[src/dbg_cfg.svh]
/*
  Constants for the debug mailbox and TAP gate: I/O addresses, bit positions,
  TAP instruction codes, data register lengths and programming targets.
  Assumes a 6-bit CPU I/O address space and an 8-bit CPU data path.
*/
`ifndef DBG_CFG_SVH
`define DBG_CFG_SVH

`define IO_AW          6
`define MBOX_ADDR      6'h31
`define CTL_STAT_ADDR  6'h34
`define MBOX_RESET     8'h00
`define CTL_STAT_RESET 8'h00
`define DIRTY_BIT      7
`define TAP_DIS_BIT    7

`define IR_LEN         4
`define IR_CAPTURE     4'h1
`define IR_PROG        4'h5
`define IR_MBOX_READ   4'h8
`define IR_MBOX_EN     4'h9
`define IR_BYPASS      4'hf

`define DR_LEN         16
`define DR_LEN_W       5
`define LEN_BYPASS     5'h01
`define LEN_MBOX       5'h08
`define LEN_PROG       5'h10

`define TGT_FLASH      4'h1
`define TGT_EEPROM     4'h2
`define TGT_FUSE       4'h3
`define TGT_LOCK       4'h4
`define TGT_ERASE      4'h5
`define DBG_FUSE_POS   7

`endif

[src/dbg_pkg.sv]
/*
  Types shared by the debug mailbox and TAP gate and its TAP state machine.
  Assumes dbg_cfg.svh is on the include path.
*/
`include "dbg_cfg.svh"
package dbg_pkg;
  // TAP controller states, one-hot
  typedef enum logic [15:0] {
    TLR  = 16'h0001, RTI  = 16'h0002, SDRS = 16'h0004, CDR  = 16'h0008,
    SHDR = 16'h0010, E1DR = 16'h0020, PDR  = 16'h0040, E2DR = 16'h0080,
    UDR  = 16'h0100, SIRS = 16'h0200, CIR  = 16'h0400, SHIR = 16'h0800,
    E1IR = 16'h1000, PIR  = 16'h2000, E2IR = 16'h4000, UIR  = 16'h8000
  } tap_state_t;

  // CPU I/O access
  typedef struct packed {
    logic                 we;
    logic                 re;
    logic [`IO_AW-1:0]    addr;
    logic [7:0]           wdata;
  } io_req_t;

  // Programming command word from the debugger
  typedef struct packed {
    logic [3:0]  target;
    logic [11:0] data;
  } prog_cmd_t;
endpackage

[src/tap_fsm.sv]
/*
  TAP controller state machine, stepped by a one-cycle enable on each
  rising edge of the sampled test clock.
  Assumes tms_i is already synchronised to clk_i.
*/
`timescale 1ns/1ps
module tap_fsm
  import dbg_pkg::*;
(
  input  wire logic       clk_i,
  input  wire logic       rstn_i,
  input  wire logic       step_i,
  input  wire logic       tms_i,
  input  wire logic       hold_i,
  output tap_state_t      state_o
);
  tap_state_t state_q;  // Current state
  tap_state_t state_d;  // Next state

  // Standard sixteen-state walk
  always_comb
  begin
    unique case (state_q)
      TLR:  state_d = tms_i ? TLR  : RTI;
      RTI:  state_d = tms_i ? SDRS : RTI;
      SDRS: state_d = tms_i ? SIRS : CDR;
      CDR:  state_d = tms_i ? E1DR : SHDR;
      SHDR: state_d = tms_i ? E1DR : SHDR;
      E1DR: state_d = tms_i ? UDR  : PDR;
      PDR:  state_d = tms_i ? E2DR : PDR;
      E2DR: state_d = tms_i ? UDR  : SHDR;
      UDR:  state_d = tms_i ? SDRS : RTI;
      SIRS: state_d = tms_i ? TLR  : CIR;
      CIR:  state_d = tms_i ? E1IR : SHIR;
      SHIR: state_d = tms_i ? E1IR : SHIR;
      E1IR: state_d = tms_i ? UIR  : PIR;
      PIR:  state_d = tms_i ? E2IR : PIR;
      E2IR: state_d = tms_i ? UIR  : SHIR;
      UIR:  state_d = tms_i ? SDRS : RTI;
      default: state_d = TLR;  // Illegal code recovers to reset
    endcase
  end

  // Hold in reset while the port is gated off
  always_ff @(posedge clk_i or negedge rstn_i)
  begin
    if (!rstn_i)
      state_q <= TLR;
    else if (hold_i)
      state_q <= TLR;
    else if (step_i)
      state_q <= state_d;
  end

  assign state_o = state_q;
endmodule

[src/dbg_mailbox_tap_gate.sv]
/*
  Debug mailbox and TAP gate: CPU-to-debugger mailbox byte with dirty flag,
  routing of a shared I/O address, TAP enable gating, a small TAP with
  mailbox, access-enable and programming data registers, and lock checks.
  Assumes TAP pins arrive asynchronously and TCK is far slower than ref_clk_i.
*/
`timescale 1ns/1ps
module dbg_mailbox_tap_gate
  import dbg_pkg::*;
(
  input  wire logic        ref_clk_i,
  input  wire logic        rstn_i,
  input  wire io_req_t     io_req_i,
  output logic [7:0]       io_rdata_o,
  input  wire logic        debug_enable_fuse_i,
  input  wire logic        tap_enable_fuse_i,
  input  wire logic        lock_bit_one_i,
  input  wire logic        lock_bit_two_i,
  input  wire logic        tck_i,
  input  wire logic        tms_i,
  input  wire logic        tdi_i,
  output logic             tdo_o,
  output logic             tdo_oe_o,
  output logic             tap_pins_port_o,
  output prog_cmd_t        prog_cmd_o,
  output logic             prog_req_o,
  input  wire logic [7:0]  prog_rdata_i
);
  logic [7:0]            mbox_q;       // Stored mailbox byte
  logic                  dirty_q;      // Mailbox dirty flag
  logic [7:0]            std_q;        // Ordinary register behind the address
  logic [7:0]            ctl_stat_q;   // Control/status with TAP disable bit
  logic                  access_en_q;  // Debugger has enabled mailbox access
  logic                  erased_q;     // Chip erase seen since reset
  logic [2:0]            tck_s_q;      // TCK sync pair plus edge history
  logic [1:0]            tms_s_q;      // TMS sync pair
  logic [1:0]            tdi_s_q;      // TDI sync pair
  logic [`IR_LEN-1:0]    ir_sr_q;      // Instruction shift stage
  logic [`IR_LEN-1:0]    ir_q;         // Active instruction
  logic [`DR_LEN-1:0]    dr_sr_q;      // Data shift stage
  logic [`DR_LEN-1:0]    dr_shift;     // Data shift stage after one bit
  logic [`DR_LEN_W-1:0]  dr_len;       // Length of selected data register
  tap_state_t            tap_state;    // TAP controller state
  logic                  tap_en;       // Port enabled
  logic                  tck_rise;     // Sampled rising TCK
  logic                  tck_fall;     // Sampled falling TCK
  logic                  mbox_sel;     // Shared address goes to mailbox
  logic                  mbox_wr;      // CPU mailbox write
  logic                  dbg_clear;    // Debugger fetched the mailbox
  logic                  upd_dr;       // Update-DR step
  logic                  fuse_block;   // Debug fuse programming refused
  prog_cmd_t             cmd;          // Command view of the shift stage

  // Port gate: fuse programmed and disable bit clear
  assign tap_en          = tap_enable_fuse_i & ~ctl_stat_q[`TAP_DIS_BIT];
  assign tap_pins_port_o = ~tap_en;

  // Pins come from outside; only the second stage (and TCK's third) is looked at
  always_ff @(posedge ref_clk_i or negedge rstn_i)
  begin
    if (!rstn_i)
    begin
      tck_s_q <= 3'h0;
      tms_s_q <= 2'h0;
      tdi_s_q <= 2'h0;
    end
    else
    begin
      tck_s_q <= {tck_s_q[1:0], tck_i};
      tms_s_q <= {tms_s_q[0], tms_i};
      tdi_s_q <= {tdi_s_q[0], tdi_i};
    end
  end

  // Edges of the second and third stages only
  assign tck_rise = tap_en & tck_s_q[1] & ~tck_s_q[2];
  assign tck_fall = tap_en & ~tck_s_q[1] & tck_s_q[2];

  // TAP state machine, held in reset while gated off
  tap_fsm u_fsm (
    .clk_i   (ref_clk_i),
    .rstn_i  (rstn_i),
    .step_i  (tck_rise),
    .tms_i   (tms_s_q[1]),
    .hold_i  (~tap_en),
    .state_o (tap_state)
  );

  // Length of the data register the instruction selects
  always_comb
  begin
    unique case (ir_q)
      `IR_MBOX_READ: dr_len = `LEN_MBOX + `LEN_BYPASS;
      `IR_MBOX_EN:   dr_len = `LEN_BYPASS;
      `IR_PROG:      dr_len = `LEN_PROG;
      default:       dr_len = `LEN_BYPASS;  // Unknown codes act as bypass
    endcase
  end

  // One bit of shift: TDI enters at the top of the selected length
  generate
    for (genvar i = 0; i < `DR_LEN; i++)
    begin : g_shift
      if (i == `DR_LEN - 1)
      begin : g_top
        assign dr_shift[i] = (dr_len == `DR_LEN_W'(i + 1)) ? tdi_s_q[1] : 1'b0;
      end
      else
      begin : g_mid
        assign dr_shift[i] = (dr_len == `DR_LEN_W'(i + 1)) ? tdi_s_q[1] : dr_sr_q[i + 1];
      end
    end
  endgenerate

  // Instruction path; Test-Logic-Reset falls back to bypass
  always_ff @(posedge ref_clk_i or negedge rstn_i)
  begin
    if (!rstn_i)
    begin
      ir_sr_q <= `IR_CAPTURE;
      ir_q    <= `IR_BYPASS;
    end
    else if (tap_state == TLR)
      ir_q <= `IR_BYPASS;
    else if (tck_rise)
    begin
      if (tap_state == CIR)
        ir_sr_q <= `IR_CAPTURE;
      else if (tap_state == SHIR)
        ir_sr_q <= {tdi_s_q[1], ir_sr_q[`IR_LEN-1:1]};
      else if (tap_state == UIR)
        ir_q <= ir_sr_q;
    end
  end

  // Data path capture and shift
  always_ff @(posedge ref_clk_i or negedge rstn_i)
  begin
    if (!rstn_i)
      dr_sr_q <= '0;
    else if (tck_rise && tap_state == CDR)
    begin
      unique case (ir_q)
        `IR_MBOX_READ: dr_sr_q <= {7'h00, dirty_q, mbox_q};
        `IR_MBOX_EN:   dr_sr_q <= {15'h0000, access_en_q};
        `IR_PROG:      dr_sr_q <= {erased_q, fuse_block, 6'h00, prog_rdata_i};
        default:       dr_sr_q <= '0;
      endcase
    end
    else if (tck_rise && tap_state == SHDR)
      dr_sr_q <= dr_shift;
  end

  // TDO changes on the falling edge, driven only while shifting
  always_ff @(posedge ref_clk_i or negedge rstn_i)
  begin
    if (!rstn_i)
    begin
      tdo_o    <= 1'b0;
      tdo_oe_o <= 1'b0;
    end
    else if (!tap_en)
    begin
      tdo_o    <= 1'b0;
      tdo_oe_o <= 1'b0;
    end
    else if (tck_fall)
    begin
      tdo_oe_o <= (tap_state == SHDR) || (tap_state == SHIR);
      tdo_o    <= (tap_state == SHIR) ? ir_sr_q[0] : dr_sr_q[0];
    end
  end

  // Update-DR actions
  assign upd_dr    = tck_rise && tap_state == UDR;
  assign dbg_clear = upd_dr && ir_q == `IR_MBOX_READ;
  assign cmd       = prog_cmd_t'(dr_sr_q);
  // Locked part may not program the debug fuse until erased
  assign fuse_block = (lock_bit_one_i | lock_bit_two_i) & ~erased_q
                      & (cmd.target == `TGT_FUSE) & ~cmd.data[`DBG_FUSE_POS];

  // Debugger enables mailbox access; TAP reset withdraws it
  always_ff @(posedge ref_clk_i or negedge rstn_i)
  begin
    if (!rstn_i)
      access_en_q <= 1'b0;
    else if (tap_state == TLR)
      access_en_q <= 1'b0;
    else if (upd_dr && ir_q == `IR_MBOX_EN)
      access_en_q <= dr_sr_q[0];
  end

  // Programming command out, one pulse per Update-DR; refused fuse writes dropped
  always_ff @(posedge ref_clk_i or negedge rstn_i)
  begin
    if (!rstn_i)
    begin
      prog_req_o <= 1'b0;
      prog_cmd_o <= '0;
      erased_q   <= 1'b0;
    end
    else
    begin
      prog_req_o <= upd_dr && ir_q == `IR_PROG && !fuse_block;
      if (upd_dr && ir_q == `IR_PROG && !fuse_block)
        prog_cmd_o <= cmd;
      if (upd_dr && ir_q == `IR_PROG && cmd.target == `TGT_ERASE)
        erased_q <= 1'b1;
    end
  end

  // Shared address routing
  assign mbox_sel = debug_enable_fuse_i & access_en_q;
  assign mbox_wr  = io_req_i.we && io_req_i.addr == `MBOX_ADDR && mbox_sel;

  // Mailbox byte and flag; a CPU write beats a same-cycle debugger clear
  always_ff @(posedge ref_clk_i or negedge rstn_i)
  begin
    if (!rstn_i)
    begin
      mbox_q  <= `MBOX_RESET;
      dirty_q <= 1'b0;
    end
    else if (mbox_wr)
    begin
      mbox_q  <= io_req_i.wdata;
      dirty_q <= 1'b1;
    end
    else if (dbg_clear)
      dirty_q <= 1'b0;
  end

  // Ordinary register and control/status register
  always_ff @(posedge ref_clk_i or negedge rstn_i)
  begin
    if (!rstn_i)
    begin
      std_q      <= `MBOX_RESET;
      ctl_stat_q <= `CTL_STAT_RESET;
    end
    else if (io_req_i.we)
    begin
      if (io_req_i.addr == `MBOX_ADDR && !mbox_sel)
        std_q <= io_req_i.wdata;
      if (io_req_i.addr == `CTL_STAT_ADDR)
        ctl_stat_q <= io_req_i.wdata;
    end
  end

  // Registered read data, zero for unknown addresses
  always_ff @(posedge ref_clk_i or negedge rstn_i)
  begin
    if (!rstn_i)
      io_rdata_o <= 8'h00;
    else if (io_req_i.re)
    begin
      if (io_req_i.addr == `MBOX_ADDR)
        io_rdata_o <= mbox_sel ? {dirty_q, mbox_q[6:0]} : std_q;
      else if (io_req_i.addr == `CTL_STAT_ADDR)
        io_rdata_o <= ctl_stat_q;
      else
        io_rdata_o <= 8'h00;
    end
  end
endmodule

[config.mk]
export PLATFORM = sky130hd
export DESIGN_NAME = dbg_mailbox_tap_gate
export DESIGN_NICKNAME = d
export VERILOG_FILES = /design/src/dbg_pkg.sv /design/src/tap_fsm.sv /design/src/dbg_mailbox_tap_gate.sv
export VERILOG_INCLUDE_DIRS = /design/src
export SDC_FILE = /design/constraint.sdc
export NUM_CORES = 1
export LEC_CHECK = 0
export ABC_CLOCK_PERIOD_IN_PS = 5100
export BUFFER_PORTS_ARGS = -buffer_cell sky130_fd_sc_hd__buf_2
export CORE_MARGIN = 2
export CORE_UTILIZATION = 55
export CTS_CLUSTER_SIZE = 8
export DETAILED_ROUTE_END_ITERATION = 6
export PLACE_DENSITY = 0.73
export SKIP_LAST_GASP = 1
export SLEW_MARGIN = 20
export SYNTH_ARGS = -nofsm -noshare
export SYNTH_HDL_FRONTEND = slang
export SYNTH_SLANG_ARGS = --single-unit
[constraint.sdc]
create_clock -name ref_clk_i -period 5.1 [get_ports ref_clk_i]
set_input_delay 0.51 -clock ref_clk_i [delete_from_list [all_inputs] [get_ports ref_clk_i]]
set_output_delay 0.51 -clock ref_clk_i [all_outputs]
set_load 0.02 [all_outputs]
# ---- After elaboration in Yosys (flattened, before gate mapping)
# Cells that the tools add are included.
dict set report word_totals {
  word_cells 160
  ff_bits 101
}
dict set report op_classes {
  muxes 54
  bitwise_logic 17
  n_eq_ne 43
  reduce_logical 27
}
# cell count
set ops {}
lappend ops {{one-hot mux 16 bit (12 select lines)} 1}
lappend ops {{two-way mux 16 bit} 6}
lappend ops {{one-hot mux 16 bit (3 select lines)} 1}
lappend ops {{equality test 5 x 4 -> 1 bit (second input constant)} 8}
lappend ops {{two-way mux 8 bit} 4}
lappend ops {{two-way mux 4 bit} 7}
lappend ops {{two-way mux 1 bit} 25}
lappend ops {{equality test 5 x 3 -> 1 bit (second input constant)} 4}
lappend ops {{two-way mux 9 bit} 2}
lappend ops {{equality test 16 x 1 -> 1 bit (second input constant)} 1}
lappend ops {{equality test 16 x 10 -> 1 bit (second input constant)} 1}
lappend ops {{equality test 16 x 11 -> 1 bit (second input constant)} 1}
lappend ops {{equality test 16 x 12 -> 1 bit (second input constant)} 1}
lappend ops {{equality test 16 x 13 -> 1 bit (second input constant)} 1}
lappend ops {{equality test 16 x 14 -> 1 bit (second input constant)} 1}
lappend ops {{equality test 16 x 15 -> 1 bit (second input constant)} 1}
lappend ops {{equality test 16 bit (second input constant)} 1}
lappend ops {{equality test 16 x 2 -> 1 bit (second input constant)} 1}
lappend ops {{equality test 16 x 3 -> 1 bit (second input constant)} 1}
lappend ops {{equality test 16 x 4 -> 1 bit (second input constant)} 1}
lappend ops {{equality test 16 x 5 -> 1 bit (second input constant)} 1}
lappend ops {{equality test 16 x 6 -> 1 bit (second input constant)} 1}
lappend ops {{equality test 16 x 7 -> 1 bit (second input constant)} 1}
lappend ops {{equality test 16 x 8 -> 1 bit (second input constant)} 1}
lappend ops {{29 further kinds} 68}

# ---- Depth between registers and ports, before layout
dict set report logic_depth {
  depth_word 8
  ltp_mapped 8
  mapped_depth_nobuf 5
}

# ---- Modules after synthesis
# A second synthesis with hierarchy kept.
dict set report unflattened {
  cells_unflattened 447
  area_unflattened_um2 5024.8
}
# module area_per_inst_um2 cells_per_inst instances
set by_module_without_submodules {}
lappend by_module_without_submodules {dbg_mailbox_tap_gate 3871.2 309 1}
lappend by_module_without_submodules {tap_fsm 1153.6 138 1}

# ---- Worst setup path before layout
# Ideal clock, no wire load.
dict set report synth_timing {
  path_type {reg-to-reg}
  startpoint {reg u_fsm.state_q[6] (netlist: u_fsm.state_o[6])}
  endpoint {reg prog_cmd_o[10] in the netlist's numbering}
  t_required_ns 4.975
  stages_incl_launch_ff 9
  path_slack_ns 2.584
  arrival_time_ns 2.391
  synth_period_minus_slack_ns 2.516
  setup_time_ns 0.125
  path_cell_list {dfrtp_1 > buf_6 > or4_4 > or4_4 > nor3_4 > and3b_1 > buf_6 > buf_12 > mux2_4}
}
dict set report synth_between {
  elab_chain_len 4
}
# element line_no
set synth_lines {}
lappend synth_lines {{start: declaration} tap_fsm.sv:17} ;# tap_state_t state_q;
lappend synth_lines {{start signal: assignment} tap_fsm.sv:52} ;# state_q <= state_d;
lappend synth_lines {{equality test 16 x 9 -> 1 bit} dbg_mailbox_tap_gate.sv:175} ;# assign upd_dr = tck_rise && tap_state == UDR;
lappend synth_lines {{logical AND 1 bit} dbg_mailbox_tap_gate.sv:175}
lappend synth_lines {{logical AND 1 bit (no source line)} n/a}
lappend synth_lines {{logical AND 1 bit} dbg_mailbox_tap_gate.sv:205} ;# if (upd_dr && ir_q == `IR_PROG && !fuse_block)
lappend synth_lines {{end signal: assignment} dbg_mailbox_tap_gate.sv:206} ;# prog_cmd_o <= cmd;
lappend synth_lines {{end: declaration} dbg_mailbox_tap_gate.sv:25} ;# output prog_cmd_t prog_cmd_o,
# No other way between the ends.
# A chain may end at the register's enable or synchronous reset.

# ---- Final worst setup path
dict set report layout_timing {
  startpoint {reg u_fsm.state_q[7] (netlist: u_fsm.state_o[7])}
  endpoint {reg prog_cmd_o[5] in the netlist's numbering}
}
# The elaborated chain is that of the path after synthesis.

==> run summary <==
# IOs: 61
Detailed Place HPWL: 7560 microns
Top FF cell, synth: dfrtp_1
clk buf depth: 2
total number of vias: 3585
Synth area leaders: dfrtp_1 (48%), mux2_2 (11%), dfstp_2 (3.2%), nand2_1 (3.2%), mux2_4 (3.0%)
crit path max fanout: 16
post-route minimum period: 3.07 ns
total gr overflow: 0
Setup WS pre-CTS: 2.00 ns
Final Hold Viols: 0
max_cap viols: 0
status: completed
first-pass GRT wire length: 17800 microns
CTS Buf Count: 9
clock skew: 0.0100 ns
diode count: 0
largest net degree at the start of global routing: 54
Arrival @ worst endpoint: 3.33 ns
post-synthesis sequential area ratio: 51.4%
core region area: 0.00872 sq mm
class of the worst hold path: input pin to asynchronous set/reset pin
Placed Area: 0.00529 sq mm
H-tree depth: 3
r2r startpoint: u_fsm.state_o[7]
DR pass1 iterations: 5
TritonCTS clock tree: built
Starting DRT DRC Count: 191
leakage: 2.58 nW
DRC viols: 0
Overall Global Routing Usage: 22.8%
Yosys reg bits: 101
share of layout cells above drive strength 1: 33.1%
setup violators final: 0
Worst-path clk slew: 0.10 ns
Mapped Area: 0.00493 sq mm
critical path required time: 5.35 ns
Setup crit start kind: flop
Yosys top cell by area: dfrtp_1
share of the synthesized area in the top cell type: 48.2%
Detail Route Antenna Nets: 0
post-route cell area: 0.00548 sq mm
Cells after Synth: 431
Port Buf Inserts: 60
Post-CTS Setup Bufs: 0
power density over cell area: 262 mW/mm^2
critical path class: flop to flop
Post-synth EDFFs: 0
Worst Reg-to-Reg Cells: 5
Reg2Reg Setup Slack: 2.03 ns
CTS Hold Buffers Added: 0
CTS resizes: 0
TNS Setup: 0 ns
vias in the first global route: 3563
final period utilization: 60.3%
routed wire length: 10600 microns
initial antenna violation count: 0
synthesis-to-layout area growth: 11.1%
GP Congestion: 0.877
initial core utilization: 56.6%
Synth Warn #: 0
die height: 98.7 microns
Clock Latency Late Sink: 0.37 ns
Crit. End Element: flop
CTS sink cnt: 101
Worst-Margin Slew: 1.11 ns
Root Driver: clkbuf_8
final worst setup slack: 2.03 ns
Slew Viols, Final: 0
r2r endpoint: prog_cmd_o[5]
Max rail drop VDD: 0.000163 V
vias per cell: 6.01
Rows: 34
Worst slew margin: 25.9%
post-synthesis cell type count: 62
asr flop ratio synth: 100%
Final nets: 517
Fillers: 686
Post-Syn Area per Cell: 11.4 sq um
Die W: 98.7 microns
FMAX: 325 MHz
Mapped Nets: 464
unrepaired setup endpoints after global routing: no
full die area: 0.00974 sq mm
Wirelength per Cell: 17.7 microns
layout by cell type (no fill, tap or decap), types with 6 or more instances in the layout:
cell type  synthesis  routed
nand2b_1           6       6
a21oi_1           15      15
nor3_1             8       8
nor2_1            29      29
nand2_1           42      42
o21ai_0           22      22
dfrtp_1           95      95
mux2i_1           11      11
mux2_2            50      50
clkbuf_8           0      10
inv_1              6       6
a22oi_1           16      16
mux2_4            10      10
buf_2              3      59
nand4_1            6       6
dfstp_2            6       6
registers in the layout, indices dropped and copies added (netlist names), 3 cells and up:
name           cells
cmd               16
prog_cmd_o        16
u_fsm.state_o     16
ctl_stat_q         8
io_rdata_o         8
mbox_q             8
std_q              8
ir_q               4
ir_sr_q            4
tck_s_q            3
metrics by stage:
| stage | hold WS, ns | utilization, % | power (W) | std cells |
|---|---|---|---|---|
| CTS | 0.194 | 62.8 | 0.00145 | 597 |
| global route | 0.229 | 62.9 | 0.00149 | 597 |
| detailed placement | 0.337 | 60.6 | 0.000968 | 581 |
| finish | 0.172 | 62.9 | 0.00144 | 597 |
| floorplan | 0.214 | - | 0.000914 | 431 |
| global placement | 0.332 | 60.6 | 0.000964 | 581 |
critical path, stage by stage (launching register included):
cell	delay [ns]
dfrtp_1	0.51
or4_4	0.56
or4_4	0.48
nor3_4	0.22
and3b_1	0.77
mux2_2	0.41
area by class of cell:
| class | count | area [sq um] | share of cell area, % |
|---|---|---|---|
| sequential | 101 | 2530 | 46.2 |
| clock buffer | 11 | 141 | 2.58 |
| multi-input combinational | 302 | 2270 | 41.5 |
| clock inverter | 5 | 42.5 | 0.776 |
| inverter | 6 | 22.5 | 0.411 |
| timing repair buffer | 64 | 333 | 6.07 |
| tap | 108 | 135 | 2.47 |
logic make-up after synthesis:
group | synth area share [%]
flip-flops | 51.4
XOR/XNOR | 1.24
AND/OR/NAND/NOR | 16.7
buffers and inverters | 2.99
multiplexers | 16.7
AO/OA/AOI/OAI | 11.0
worst max path at each step:
stage,from,to
after floorplan,u_fsm.state_o[6],prog_cmd_o[10]
after global placement,u_fsm.state_o[7],prog_cmd_o[4]
after detailed placement,u_fsm.state_o[7],prog_cmd_o[4]
after CTS,u_fsm.state_o[7],prog_cmd_o[5]
after global routing,u_fsm.state_o[7],prog_cmd_o[5]
final,u_fsm.state_o[7],prog_cmd_o[5]
synth_stat cells, types with 2 or more instances:
cell type   n
nor4_1      3
o41ai_1     3
nand3b_1    3
buf_2       3
nand4b_1    2
nand2b_1    6
nor4_2      4
nor2b_1     4
or4_4       2
mux2i_1    11
nor4bb_1    3
o21ai_0    22
nor4b_1     5
nor3_1      8
dfrtp_1    95
dfstp_2     6
a211oi_1    2
nor3b_1     4
o31ai_1     3
xor2_1      3
inv_1       6
nand3_1     4
a221oi_1    2
nand2_1    42
buf_6       3
nand4_1     6
clkbuf_1   14
or4_1       2
a22o_1      4
a21boi_0    2
mux2_4     10
a21oi_1    15
or3_1       5
nor2_1     29
a22oi_1    16
mux2_2     50
xnor2_1     4
metal layers:
metal,share of wire (%),vias to the layer above,wire (microns),track usage (%)
met3,4.9,15,521,4.82
met5,0,-,0,0
li1,-,1689,-,-
met2,46,114,4820,34.6
met4,1.6,0,170,6.74
met1,48,1767,5040,33.4
power breakdown:
group | internal (W) | total [W] | switching, W
combinational | 0.0000452 | 0.000109 | 0.0000640
sequential | 0.000827 | 0.000842 | 0.0000155
clock | 0.000198 | 0.000485 | 0.000286
total | 0.00107 | 0.00144 | 0.000366
(Power assumes the default switching activity.)
